==> src/core/route_bank_pkg.sv <==
package route_bank_pkg;

  // Register byte offsets.
  localparam logic [11:0] OFS_BOOT_REMAP = 12'h000;
  localparam logic [11:0] OFS_SELECT_0_3 = 12'h008;
  localparam logic [11:0] OFS_SELECT_4_7 = 12'h00c;
  localparam logic [11:0] OFS_SELECT_8_11 = 12'h010;
  localparam logic [11:0] OFS_SELECT_12_15 = 12'h014;
  localparam logic [11:0] OFS_FAULT_LOCK = 12'h018;
  localparam logic [11:0] OFS_EVENT_STATUS = 12'h020;
  localparam logic [11:0] OFS_EVENT_MASK = 12'h024;

  // Reset values.
  localparam logic [31:0] RESET_WORD = 32'h0000_0000;
  localparam logic [1:0] RESET_BOOT = 2'h0;

  // Field positions in the boot and remap control register.
  localparam int unsigned BIT_HIGH_DRIVE = 19;
  localparam int unsigned BIT_THIRD_TIMER = 12;
  localparam int unsigned BIT_SECOND_TIMER = 11;
  localparam int unsigned BIT_SERIAL_RX = 10;
  localparam int unsigned BIT_SERIAL_TX = 9;
  localparam int unsigned BIT_CONVERTER = 8;
  localparam int unsigned BIT_PIN_PAIR = 4;
  localparam logic [31:0] REMAP_WRITE_MASK = 32'h0008_1f10;
  localparam logic [31:0] HIGH_DRIVE_MASK = 32'h0008_0000;
  localparam logic [31:0] SELECT_WRITE_MASK = 32'h0000_ffff;

  // Field positions in the fault lock register.
  localparam int unsigned BIT_PARITY_FLAG = 8;
  localparam int unsigned LOCK_LOW_VOLTAGE = 2;
  localparam int unsigned LOCK_PARITY = 1;
  localparam int unsigned LOCK_CORE_STALL = 0;
  localparam int unsigned LOCK_WIDTH = 3;

  // Event status bits, shared with the mask register.
  localparam int unsigned EV_PARITY = 0;
  localparam int unsigned EV_LOW_VOLTAGE = 1;
  localparam int unsigned EV_CORE_STALL = 2;
  localparam int unsigned EV_RESERVED_SELECT = 3;
  localparam int unsigned STATUS_WIDTH = 4;

  // The boot select pin is caught on this clock edge after reset release.
  localparam logic [2:0] BOOT_LATCH_EDGE = 3'h4;

  localparam int unsigned LINE_COUNT = 16;
  localparam int unsigned SELECT_WIDTH = 4;
  localparam int unsigned DMA_CHANNELS = 5;

  // Source codes; the top selector bit is a don't-care.
  localparam logic [2:0] CODE_PORT_A = 3'h0;
  localparam logic [2:0] CODE_PORT_B = 3'h1;
  localparam logic [2:0] CODE_PORT_C = 3'h2;
  localparam logic [2:0] CODE_PORT_F = 3'h5;

  // Line-specific availability of the sources.
  localparam int unsigned LINE_NO_PORT_B_SECOND = 9;
  localparam int unsigned LINE_PORT_C_FIRST_ONLY = 13;
  localparam logic [15:0] PORT_C_LINES = 16'hc000;
  localparam logic [15:0] PORT_F_LINES = 16'h00c3;

  // Tells whether a source code is assigned on a given line and variant.
  function automatic logic code_valid(input int unsigned line, input logic [2:0] code,
                                      input logic second_variant);
    logic ok;
    ok = 1'b0;
    case (code)
      CODE_PORT_A: ok = 1'b1;
      CODE_PORT_B: ok = !(second_variant && line == LINE_NO_PORT_B_SECOND);
      CODE_PORT_C: ok = PORT_C_LINES[line] ||
                        (!second_variant && line == LINE_PORT_C_FIRST_ONLY);
      CODE_PORT_F: ok = PORT_F_LINES[line];
      default: ok = 1'b0;
    endcase
    return ok;
  endfunction : code_valid

endpackage : route_bank_pkg

==> src/core/event_source_mux.sv <==
`timescale 1ns/100ps
module event_source_mux
  import route_bank_pkg::*;
#(
  parameter logic SECOND_VARIANT = 1'b0
) (
  // Selector codes, four bits per line.
  input wire logic [63:0] line_source_select,
  // Port pin levels.
  input wire logic [15:0] port_a_pins,
  input wire logic [15:0] port_b_pins,
  input wire logic [15:0] port_c_pins,
  input wire logic [15:0] port_f_pins,
  // Selected level per line, low for a reserved code.
  output logic [15:0] line_level
);

  for (genvar n = 0; n < LINE_COUNT; n++) begin : g_line
    logic [2:0] code;
    assign code = line_source_select[SELECT_WIDTH*n +: 3];
    always_comb begin
      line_level[n] = 1'b0;
      if (code_valid(n, code, SECOND_VARIANT)) begin // RULE_14
        case (code)
          CODE_PORT_A: line_level[n] = port_a_pins[n]; // RULE_11
          CODE_PORT_B: line_level[n] = port_b_pins[n]; // RULE_11
          CODE_PORT_C: line_level[n] = port_c_pins[n]; // RULE_13
          CODE_PORT_F: line_level[n] = port_f_pins[n]; // RULE_12
          default: line_level[n] = 1'b0;
        endcase
      end
    end
  end

endmodule : event_source_mux

==> src/core/dma_request_router.sv <==
`timescale 1ns/100ps
module dma_request_router
  import route_bank_pkg::*;
(
  // Clock and reset.
  input wire logic pclk,
  input wire logic presetn,
  // Route selects.
  input wire logic third_timer_dma_route,
  input wire logic second_timer_dma_route,
  input wire logic serial_rx_dma_route,
  input wire logic serial_tx_dma_route,
  input wire logic converter_dma_route,
  // Peripheral requests.
  input wire logic third_timer_ch1_req,
  input wire logic third_timer_update_req,
  input wire logic second_timer_ch1_req,
  input wire logic second_timer_update_req,
  input wire logic serial_rx_req,
  input wire logic serial_tx_req,
  input wire logic converter_req,
  // Requests per controller channel, registered.
  output logic [4:0] dma_channel_req
);

  logic [4:0] chan_next;
  logic third_any;
  logic second_any;

  assign third_any = third_timer_ch1_req | third_timer_update_req;
  assign second_any = second_timer_ch1_req | second_timer_update_req;

  always_comb begin
    chan_next = 5'h00;
    chan_next[third_timer_dma_route ? 1 : 0] = third_any; // RULE_02
    chan_next[second_timer_dma_route ? 3 : 2] |= second_any; // RULE_03
    chan_next[serial_rx_dma_route ? 4 : 2] |= serial_rx_req; // RULE_04
    chan_next[serial_tx_dma_route ? 3 : 1] |= serial_tx_req; // RULE_05
    chan_next[converter_dma_route ? 1 : 0] |= converter_req; // RULE_06
  end

  always_ff @(posedge pclk or negedge presetn) begin
    if (!presetn) begin
      dma_channel_req <= 5'h00;
    end else begin
      dma_channel_req <= chan_next; // RULE_19
    end
  end
endmodule : dma_request_router

==> src/core/system_config_routing_bank.sv <==
// Notes on behaviour
// (RULE_01) Bit 19 enables high drive, bypasses speed.
// (RULE_02) Bit 12 moves third timer requests 0->1.
// (RULE_03) Bit 11 moves second timer requests 2->3.
// (RULE_04) Bit 10 moves serial receive request 2->4.
// (RULE_05) Bit 9 moves serial transmit request 1->3.
// (RULE_06) Bit 8 moves converter request 0->1.
// (RULE_07) Bit 4 swaps shared pin pair.
// (RULE_08) Bits 1:0 read latched boot source.
// (RULE_09) Boot code: x0 flash, 01 system, 11 SRAM.
// (RULE_10) First register resets zero except boot field.
// (RULE_11) Four-bit selector per line; A and B.
// (RULE_12) Port F code only on lines 0,1,6,7.
// (RULE_13) Port C code on 14,15; 13 first variant.
// (RULE_14) Other codes reserved; variant exceptions apply.
// (RULE_15) Fault lock register: flag bit 8, locks 2:0.
// (RULE_16) Parity failure sets flag; write one clears.
// (RULE_17) Lock bits set by software, reset-only clear.
// (RULE_18) Locks gate faults onto timer break.
// (RULE_19) Routing follows writes on next cycle.
`timescale 1ns/100ps
module system_config_routing_bank
  import route_bank_pkg::*;
#(
  parameter logic SECOND_VARIANT = 1'b0
) (
  // Clock and reset.
  input wire logic pclk,
  input wire logic presetn,
  // APB slave.
  input wire logic psel,
  input wire logic penable,
  input wire logic pwrite,
  input wire logic [11:0] paddr,
  input wire logic [31:0] pwdata,
  output logic [31:0] prdata,
  output logic pready,
  output logic pslverr,
  // Boot straps.
  input wire logic boot_select_pin,
  input wire logic inverted_boot_option_bit,
  // Pin options.
  output logic high_drive_pin_enable,
  output logic pin_pair_swap,
  // Event line sources.
  input wire logic [15:0] port_a_pins,
  input wire logic [15:0] port_b_pins,
  input wire logic [15:0] port_c_pins,
  input wire logic [15:0] port_f_pins,
  output logic [15:0] event_lines,
  // DMA requests.
  input wire logic third_timer_ch1_req,
  input wire logic third_timer_update_req,
  input wire logic second_timer_ch1_req,
  input wire logic second_timer_update_req,
  input wire logic serial_rx_req,
  input wire logic serial_tx_req,
  input wire logic converter_req,
  output logic [4:0] dma_channel_req,
  // Fault sources and timer break.
  input wire logic parity_error_in,
  input wire logic low_voltage_event,
  input wire logic core_stall_in,
  output logic timer_break,
  // Interrupt.
  output logic irq
);

  logic [31:0] remap_cfg_reg;
  logic [63:0] select_reg;
  logic [LOCK_WIDTH-1:0] lock_reg;
  logic parity_flag_reg;
  logic [1:0] boot_mode_reg;
  logic [2:0] boot_edge_reg;
  logic [STATUS_WIDTH-1:0] status_reg;
  logic [STATUS_WIDTH-1:0] mask_reg;
  logic [31:0] prdata_reg;
  logic pready_reg;
  logic pslverr_reg;
  logic high_drive_reg;
  logic pin_pair_reg;
  logic [15:0] event_lines_reg;
  logic timer_break_reg;
  logic irq_reg;
  logic [15:0] line_level;
  logic [31:0] read_next;
  logic mapped;
  logic setup_phase;
  logic wr_en;
  logic [31:0] remap_view;
  logic [31:0] lock_view;
  logic [STATUS_WIDTH-1:0] event_set;
  logic reserved_write;

  // The bus answers in the first access cycle with no wait state.
  assign setup_phase = psel && !penable;
  assign wr_en = psel && penable && pwrite && pready_reg;

  // Bit 19 does not exist on the second variant and always reads zero there.
  assign remap_view = (remap_cfg_reg & (SECOND_VARIANT ? ~HIGH_DRIVE_MASK : 32'hffff_ffff))
                      | {30'h0000_0000, boot_mode_reg}; // RULE_10
  assign lock_view = {23'h00_0000, parity_flag_reg, 5'h00, lock_reg}; // RULE_15

  always_comb begin
    read_next = RESET_WORD;
    mapped = 1'b1;
    case (paddr)
      OFS_BOOT_REMAP: read_next = remap_view; // RULE_08
      OFS_SELECT_0_3: read_next = {16'h0000, select_reg[15:0]};
      OFS_SELECT_4_7: read_next = {16'h0000, select_reg[31:16]};
      OFS_SELECT_8_11: read_next = {16'h0000, select_reg[47:32]};
      OFS_SELECT_12_15: read_next = {16'h0000, select_reg[63:48]};
      OFS_FAULT_LOCK: read_next = lock_view;
      OFS_EVENT_STATUS: read_next = {28'h000_0000, status_reg};
      OFS_EVENT_MASK: read_next = {28'h000_0000, mask_reg};
      default: mapped = 1'b0;
    endcase
  end

  always_ff @(posedge pclk or negedge presetn) begin
    if (!presetn) begin
      pready_reg <= 1'b0;
      pslverr_reg <= 1'b0;
      prdata_reg <= RESET_WORD;
    end else begin
      pready_reg <= setup_phase;
      pslverr_reg <= setup_phase && !mapped;
      if (setup_phase) begin
        prdata_reg <= pwrite ? RESET_WORD : read_next;
      end
    end
  end

  // Boot and remap control; the boot field is read-only.
  always_ff @(posedge pclk or negedge presetn) begin
    if (!presetn) begin
      remap_cfg_reg <= RESET_WORD; // RULE_10
    end else if (wr_en && paddr == OFS_BOOT_REMAP) begin
      remap_cfg_reg <= pwdata & REMAP_WRITE_MASK; // RULE_07
    end
  end

  // The boot select pin is caught on a fixed edge after reset release.
  always_ff @(posedge pclk or negedge presetn) begin
    if (!presetn) begin
      boot_edge_reg <= 3'h0;
      boot_mode_reg <= RESET_BOOT;
    end else if (boot_edge_reg != BOOT_LATCH_EDGE) begin
      boot_edge_reg <= boot_edge_reg + 3'h1;
      if (boot_edge_reg == BOOT_LATCH_EDGE - 3'h1) begin
        boot_mode_reg <= {!inverted_boot_option_bit, boot_select_pin}; // RULE_08 RULE_09
      end
    end
  end

  // Event line selectors, sixteen bits per register.
  for (genvar r = 0; r < 4; r++) begin : g_select
    localparam logic [11:0] OFS = OFS_SELECT_0_3 + 12'(4 * r);
    always_ff @(posedge pclk or negedge presetn) begin
      if (!presetn) begin
        select_reg[16*r +: 16] <= 16'h0000;
      end else if (wr_en && paddr == OFS) begin
        select_reg[16*r +: 16] <= pwdata[15:0]; // RULE_11
      end
    end
  end

  // Flags a selector write that holds any reserved code.
  always_comb begin
    reserved_write = 1'b0;
    for (int n = 0; n < LINE_COUNT; n++) begin
      if (wr_en && paddr == OFS_SELECT_0_3 + 12'(4 * (n / 4)) &&
          !code_valid(n, pwdata[SELECT_WIDTH*(n%4) +: 3], SECOND_VARIANT)) begin
        reserved_write = 1'b1; // RULE_14
      end
    end
  end

  // Lock bits only ever set until reset.
  always_ff @(posedge pclk or negedge presetn) begin
    if (!presetn) begin
      lock_reg <= 3'h0; // RULE_15
    end else if (wr_en && paddr == OFS_FAULT_LOCK) begin
      lock_reg <= lock_reg | pwdata[LOCK_WIDTH-1:0]; // RULE_17
    end
  end

  // A parity failure in the clearing cycle keeps the flag set.
  always_ff @(posedge pclk or negedge presetn) begin
    if (!presetn) begin
      parity_flag_reg <= 1'b0;
    end else begin
      parity_flag_reg <= parity_error_in || (parity_flag_reg && // RULE_16
        !(wr_en && paddr == OFS_FAULT_LOCK && pwdata[BIT_PARITY_FLAG]));
    end
  end

  // Interrupt status, mask and output.
  always_comb begin
    event_set = '0;
    event_set[EV_PARITY] = parity_error_in;
    event_set[EV_LOW_VOLTAGE] = low_voltage_event;
    event_set[EV_CORE_STALL] = core_stall_in;
    event_set[EV_RESERVED_SELECT] = reserved_write;
  end

  always_ff @(posedge pclk or negedge presetn) begin
    if (!presetn) begin
      status_reg <= '0;
    end else if (wr_en && paddr == OFS_EVENT_STATUS) begin
      status_reg <= event_set | (status_reg & ~pwdata[STATUS_WIDTH-1:0]);
    end else begin
      status_reg <= status_reg | event_set;
    end
  end

  always_ff @(posedge pclk or negedge presetn) begin
    if (!presetn) begin
      mask_reg <= '0;
    end else if (wr_en && paddr == OFS_EVENT_MASK) begin
      mask_reg <= pwdata[STATUS_WIDTH-1:0];
    end
  end

  always_ff @(posedge pclk or negedge presetn) begin
    if (!presetn) begin
      irq_reg <= 1'b0;
    end else begin
      irq_reg <= |(status_reg & mask_reg);
    end
  end

  // Pin options.
  always_ff @(posedge pclk or negedge presetn) begin
    if (!presetn) begin
      high_drive_reg <= 1'b0;
      pin_pair_reg <= 1'b0;
    end else begin
      high_drive_reg <= remap_view[BIT_HIGH_DRIVE]; // RULE_01
      pin_pair_reg <= remap_cfg_reg[BIT_PIN_PAIR]; // RULE_07
    end
  end

  // Fault sources reach the break inputs only while their lock is set.
  always_ff @(posedge pclk or negedge presetn) begin
    if (!presetn) begin
      timer_break_reg <= 1'b0;
    end else begin
      timer_break_reg <= (lock_reg[LOCK_PARITY] && parity_flag_reg) || // RULE_18
                         (lock_reg[LOCK_LOW_VOLTAGE] && low_voltage_event) ||
                         (lock_reg[LOCK_CORE_STALL] && core_stall_in);
    end
  end

  event_source_mux #(
    .SECOND_VARIANT(SECOND_VARIANT)
  ) u_mux (
    .line_source_select(select_reg),
    .port_a_pins(port_a_pins),
    .port_b_pins(port_b_pins),
    .port_c_pins(port_c_pins),
    .port_f_pins(port_f_pins),
    .line_level(line_level)
  );

  always_ff @(posedge pclk or negedge presetn) begin
    if (!presetn) begin
      event_lines_reg <= 16'h0000;
    end else begin
      event_lines_reg <= line_level; // RULE_19
    end
  end

  dma_request_router u_router (
    .pclk(pclk),
    .presetn(presetn),
    .third_timer_dma_route(remap_cfg_reg[BIT_THIRD_TIMER]),
    .second_timer_dma_route(remap_cfg_reg[BIT_SECOND_TIMER]),
    .serial_rx_dma_route(remap_cfg_reg[BIT_SERIAL_RX]),
    .serial_tx_dma_route(remap_cfg_reg[BIT_SERIAL_TX]),
    .converter_dma_route(remap_cfg_reg[BIT_CONVERTER]),
    .third_timer_ch1_req(third_timer_ch1_req),
    .third_timer_update_req(third_timer_update_req),
    .second_timer_ch1_req(second_timer_ch1_req),
    .second_timer_update_req(second_timer_update_req),
    .serial_rx_req(serial_rx_req),
    .serial_tx_req(serial_tx_req),
    .converter_req(converter_req),
    .dma_channel_req(dma_channel_req)
  );

  assign prdata = prdata_reg;
  assign pready = pready_reg;
  assign pslverr = pslverr_reg;
  assign high_drive_pin_enable = high_drive_reg;
  assign pin_pair_swap = pin_pair_reg;
  assign event_lines = event_lines_reg;
  assign timer_break = timer_break_reg;
  assign irq = irq_reg;
endmodule : system_config_routing_bank

==> config.mk <==
export PLATFORM = sky130hd
export DESIGN_NAME = system_config_routing_bank
export DESIGN_NICKNAME = d
export VERILOG_FILES = /design/src/core/route_bank_pkg.sv /design/src/core/event_source_mux.sv /design/src/core/dma_request_router.sv /design/src/core/system_config_routing_bank.sv
export SDC_FILE = /design/constraint.sdc
export NUM_CORES = 1
export LEC_CHECK = 0
export ABC_AREA = 1
export BUFFER_PORTS_ARGS = -buffer_cell sky130_fd_sc_hd__buf_4
export CAP_MARGIN = 25
export CORE_AREA = 3 3 152 117
export CTS_BUF_LIST = sky130_fd_sc_hd__clkbuf_8
export DETAILED_ROUTE_END_ITERATION = 10
export DIE_AREA = 0 0 155 120
export GPL_ROUTABILITY_DRIVEN = 0
export GPL_TIMING_DRIVEN = 1
export PLACE_DENSITY = 0.66
export SLEW_MARGIN = 20
export SYNTH_ARGS = -nofsm -noshare
export SYNTH_HDL_FRONTEND = slang
export SYNTH_SLANG_ARGS = --single-unit
==> constraint.sdc <==
create_clock -name pclk -period 1.3 [get_ports pclk]
set_input_delay 0.065 -clock pclk [delete_from_list [all_inputs] [get_ports pclk]]
set_output_delay 0.065 -clock pclk [all_outputs]
set_load 0.05 [all_outputs]
# Word level (Yosys, flattened, before mapping)

Index checks and enable logic that the tools add are counted.

Muxes and demuxes: 110
Order comparisons: 10
Bitwise operators: 14
Eq/ne operators: 68
$add $sub $neg: 1
Reduce and logical (&&, ||, !) cells: 108

Operators with widths:

| cell                  | count |
|---|---|
| $ge A32 B1 Y1 const B | 5 |
| $lt A32 B5 Y1 const B | 5 |
| $pmux W20 S8          | 1 |
| $mux W1               | 76 |
| $pmux W1 S4           | 16 |
| $eq A3 B1 Y1 const B  | 20 |
| $eq A3 B2 Y1 const B  | 20 |
| $eq A3 B3 Y1 const B  | 20 |
| $logic_not A3 Y1      | 20 |
| $reduce_or A3 Y1      | 14 |
| $logic_and A1 B1 Y1   | 39 |
| $eq A12 B5 Y1 const B | 3 |
| $mux W32              | 1 |
| $reduce_or A2 Y1      | 13 |
| $eq A12 B4 Y1 const B | 2 |
| $eq A12 B6 Y1 const B | 2 |
| $bwmux W5             | 4 |
| $or A20 B2 Y20        | 1 |
| $demux W1 S3          | 5 |
| $logic_not A1 Y1      | 15 |
| $bmux W1 S3           | 4 |
| $logic_not A12 Y1     | 1 |
| $and A4 B4 Y4         | 2 |
| $or A4 B4 Y4          | 2 |
| 13 further kinds      | 20 |

Register bits after elaboration: 147

# Longest topological paths before layout

Depth in word-level cells: 26
Gate-level depth with buffers: 12
Mapped depth without buffers: 11

# Cells and area by module

From an unflattened synthesis, not the netlist that was laid out.

Cells, all modules: 827
Area total of the unflattened synthesis: 6675.2 um^2

By module, submodules not included:

| module                     | times used | area an instance (um^2) | cells an instance | seq. area each (um^2) |
|---|---|---|---|---|
| system_config_routing_bank | 1          | 6005.8                  | 689               | 3178.0 |
| event_source_mux           | 1          | 464.2                   | 113               | 0.0 |
| dma_request_router         | 1          | 205.2                   | 25                | 125.1 |

# Worst setup path after synthesis

OpenSTA, ideal clock, no wires.

Kind: register -> register
From: register pready_reg (netlist: pready)
To: register select_reg[2]
Path slack: -299 ps
Clock period less this slack: 1599 ps
Buffers on the path: 1
Setup time: 131 ps
Required time: 1169 ps
Cell stages (with the launch flop): 7
Arrival: 1468 ps
Cell sequence: dfrtp_1 -> nand4_1 -> inv_2 -> nand3_2 -> buf_2 -> nand2_1 -> o21ai_0

Cells in the longest elaborated chain, start to end: 2

Ends and longest elaborated chain:

| element                         | RTL line                          | RTL |
|---|---|---|
| from (decl)                     | system_config_routing_bank.sv:78  | `logic pready_reg;` |
| from (signal assigned)          | system_config_routing_bank.sv:126 | `pready_reg <= setup_phase;` |
| $logic_and A1 B1 Y1             | system_config_routing_bank.sv:97  | `assign wr_en = psel && penable && pwrite && pready_reg;` |
| $logic_and A1 B1 Y1             | system_config_routing_bank.sv:162 | `end else if (wr_en && paddr == OFS) begin` |
| to (signal, indexed assignment) | system_config_routing_bank.sv:163 | `select_reg[16*r +: 16] <= pwdata[15:0];` |
| to (decl)                       | system_config_routing_bank.sv:70  | `logic [63:0] select_reg;` |

Every way passes these cells.
A chain may end at the register's enable or synchronous reset.

# Worst setup path after layout

From: register pready_reg (netlist: pready)
To: register select_reg[50]

Same word-level chain as after synthesis.

==> metrics.md <==
| Metric | Value |
|---|---|
| Status | `finished with violations` |
| Failing checks | `negative setup slack` |
| FF-to-FF End | `select_reg[50]` |
| Synth Instances | `slightly below 800` |
| CP Class | `flip-flop to flip-flop` |
| Vias | `6161` |
| Avg Synthesized Cell Area | `8.40 µm²` |
| RSZ-0062 raised after global routing | `yes` |
| Clock Latency Late Sink | `~0.45 ns` |
| Vias in the first global route | `5925` |
| Layout cell share with drive strength beyond 1 | `27.7%` |
| Power Density | `between 900 and 1000 nW/µm²` |
| Die W | `155 µm` |
| Cell variety after synth | `36` |
| Hold Slack | `between 0.03 and 0.04 ns` |
| Crit Path Max Fanout | `14` |
| Clk network pwr share | `41.1%` |
| Max Cap Viol | `0` |
| Detailed-route DRC error count | `0` |
| Commonest non-fill, non-tap cell in the layout | `nand2_1` |
| Reg2reg setup slack | `-0.002 ns` |
| Finished Layout Cells | `1244` |
| Crit path required time | `1.64 ns` |
| I/O Pins | `184` |
| Crit path capture type | `flip-flop` |
| Syn-to-layout area delta | `41.4%` |
| H-tree levels | `4` |
| ANT nets after route | `0` |
| Multi-input logic area | `2670 µm²` |
| Core Area | `16600 µm²` |
| Pint | `between 6000 and 7000 µW` |
| Nets | `1144` |
| Crit path DAT | `about 1.6 ns` |
| Ys Warns | `0` |
| Synth Register Bits | `132` |
| FF-to-FF Start | `pready` |
| CTS buffer count | `17` |
| Endpoints failing hold | `0` |
| CTS tree | `done` |
| R2R cell count | `6` |
| Critical Path Start | `pready` |
| Post-Synth XOR/XNOR Area | `less than 1%` |
| CTS max path bufs | `2` |
| Antenna diode count | `0` |
| Mux share of post-synthesis cell area | `0%` |
| Top post-synthesis cells by area | `dfrtp_1 (51%), nand2_1 (12%), nand3_1 (5.8%), o21ai_0 (4.5%), inv_1 (4.4%)` |
| Combinational power share | `11.5%` |
| Tightest Hold Check Type | `input pin to flip-flop` |
| DRT Pass-1 Iters | `6` |
| Leakage Power | `0.00467 µW` |
| Via/cell ratio | `4.95` |
| Most frequent cells in the layout | `nand2_1 (199), buf_4 (170), dfrtp_1 (131), inv_1 (78), nand3_1 (75)` |
| Pwr Total | `8750 µW` |
| Reg clk slew, reported paths | `0.08 ns` |
| Initial antenna violation count | `0` |
| PortBufs | `128` |
| Compound-Gate Fraction of Synth Area | `10.7%` |
| Critical path endpoint | `select_reg[50]` |
| FMAX | `roughly 770 MHz` |
| Switching Power | `2260 µW` |
| CP startpoint kind | `flip-flop` |
| Yosys top cell area share | `50.8%` |
| Adder-Cell Fraction of Synth Area | `0.577%` |
| Total Die Area | `18600 µm²` |
| Crit share post-route | `100%` |
| WL final | `20100 µm` |
| Root Buffer | `clkbuf_8` |
| DRT iter0 DRCs | `around 520` |
| Clk sinks | `132` |
| Synth area leader | `dfrtp_1` |
| Clk_skew | `0.0139 ns` |
| Routed len/inst | `16.1 µm` |
| Fill count | `approximately 1500` |
| Setup violators final | `1` |
| Seq pwr share | `between 40% and 50%` |
| Sequential fraction of the synthesis area | `between 50% and 60%` |
| Inst Count DP | `roughly 1100` |
| Main combinational cell family by area after synthesis | `simple AND/OR/NAND/NOR gates` |
| Minimum clock period | `between 1 and 1.5 ns` |
| Max-slew violations | `0` |
| Synth Area in Simple Gates | `27.6%` |
| Initial core utilization | `between 30 and 40%` |
| Cell Rows | `between 40 and 50` |
| Gr usage total | `21.9%` |
| Max IR drop VDD | `0.000731 V` |
| Final setup margin | `-0.00231 ns` |
| Chip Height | `120 µm` |
| Largest net degree at the start of global routing | `36` |
| Hold Crit Start | `pwdata[1]` |
| Detail Placement HPWL | `roughly 14000 µm` |
| Sw frac | `25.8%` |
| Mapped cell area | `6500 µm²` |
| Max reg flops | `64` |
| First-pass GRT wire length | `31700 µm` |
| Register Area | `3300 µm²` |
| Grt ovf | `0` |
synth_stat cells, drive strengths merged:
cell and instances:
nand2 219, dfrtp 132, o21ai 92, nand3 87, inv 83, nor2 64
buf 38, nand4 10, a2111oi 9, nor3 9, clkbuf 6, o22ai 5
a211oi 4, a21oi 3, ha 3, o21bai 3, o211ai 2, conb 1
nor4 1, o221ai 1, o41ai 1, xor2 1
what timing repair did:
action,4_1_cts,5_1_grt
resized for setup,5,27
setup buffers,2,1
hold endpoints to repair,206,0
cloned,0,2
pin swaps,1,3
setup endpoints to repair,66,72
hold buffers,66,0
per-stage QoR:
step	worst slack [ns]	cell area (µm²)	utilization (%)	setup TNS, ns
floorplan	-0.132	6630	-	-6.28
global placement	-0.141	8000	48.3	-5.12
detailed placement	-0.166	8000	48.3	-6.38
CTS	0.000205	9110	55.0	0
global route	-0.0647	9190	55.5	-1.11
finish	-0.00231	9190	55.5	-0.00231
routing by layer:
layer / global-route usage, % / share of wire (%)
met5: 0 / 0
met4: 6.34 / 1.4
met3: 5.52 / 7.7
met2: 33.0 / 45
met1: 31.2 / 46
final cells by class:
cell class / count / area share, %
timing repair buffer: 251 / 23.9
timing repair inverter: 1 / 0.0680
tap: 215 / 2.93
multi-input combinational: 530 / 29.1
inverter: 83 / 3.62
clock inverter: 14 / 1.78
clock buffer: 18 / 2.69
sequential: 132 / 35.9
cell families after synthesis:
kind of cell / after synthesis
XOR/XNOR: 1
AO/OA/AOI/OAI: 120
other: 1
buffers and inverters: 127
AND/OR/NAND/NOR: 390
adder cells (fa/ha/maj): 3
flip-flops: 132
critical path: stages, from the launching register on:
cell	delay, ns
dfrtp_2	0.36
nand4_1	0.10
buf_6	0.17
nor2_4	0.17
inv_2	0.19
nand2_1	0.13
o21ai_2	0.06
how the worst min path moves through the flow:
| stage | to | slack, ns | cells after the start |
|---|---|---|---|
| 6_report | select_reg[49] | 0.04 | 3 |
| 5_1_grt | event_lines[1] | 0.04 | 4 |
| 4_1_cts | event_lines[1] | 0.02 | 4 |
| 3_5_place_dp | prdata[3] | -0.03 | 1 |
| 3_3_place_gp | prdata[3] | -0.03 | 1 |
| 2_1_floorplan | boot_edge_reg[0] | -0.23 | 0 |
power by group through the flow:
stage                     combinational (µW)  clock, µW  sequential [µW]
after floorplan                          290          0             4340
after global placement                   841          0             4230
after detailed placement                 847          0             4230
after CTS                               1000       3650             4150
after global routing                    1090       3810             4150
final                                   1010       3600             4150
Power figures use the tool's default switching activity.
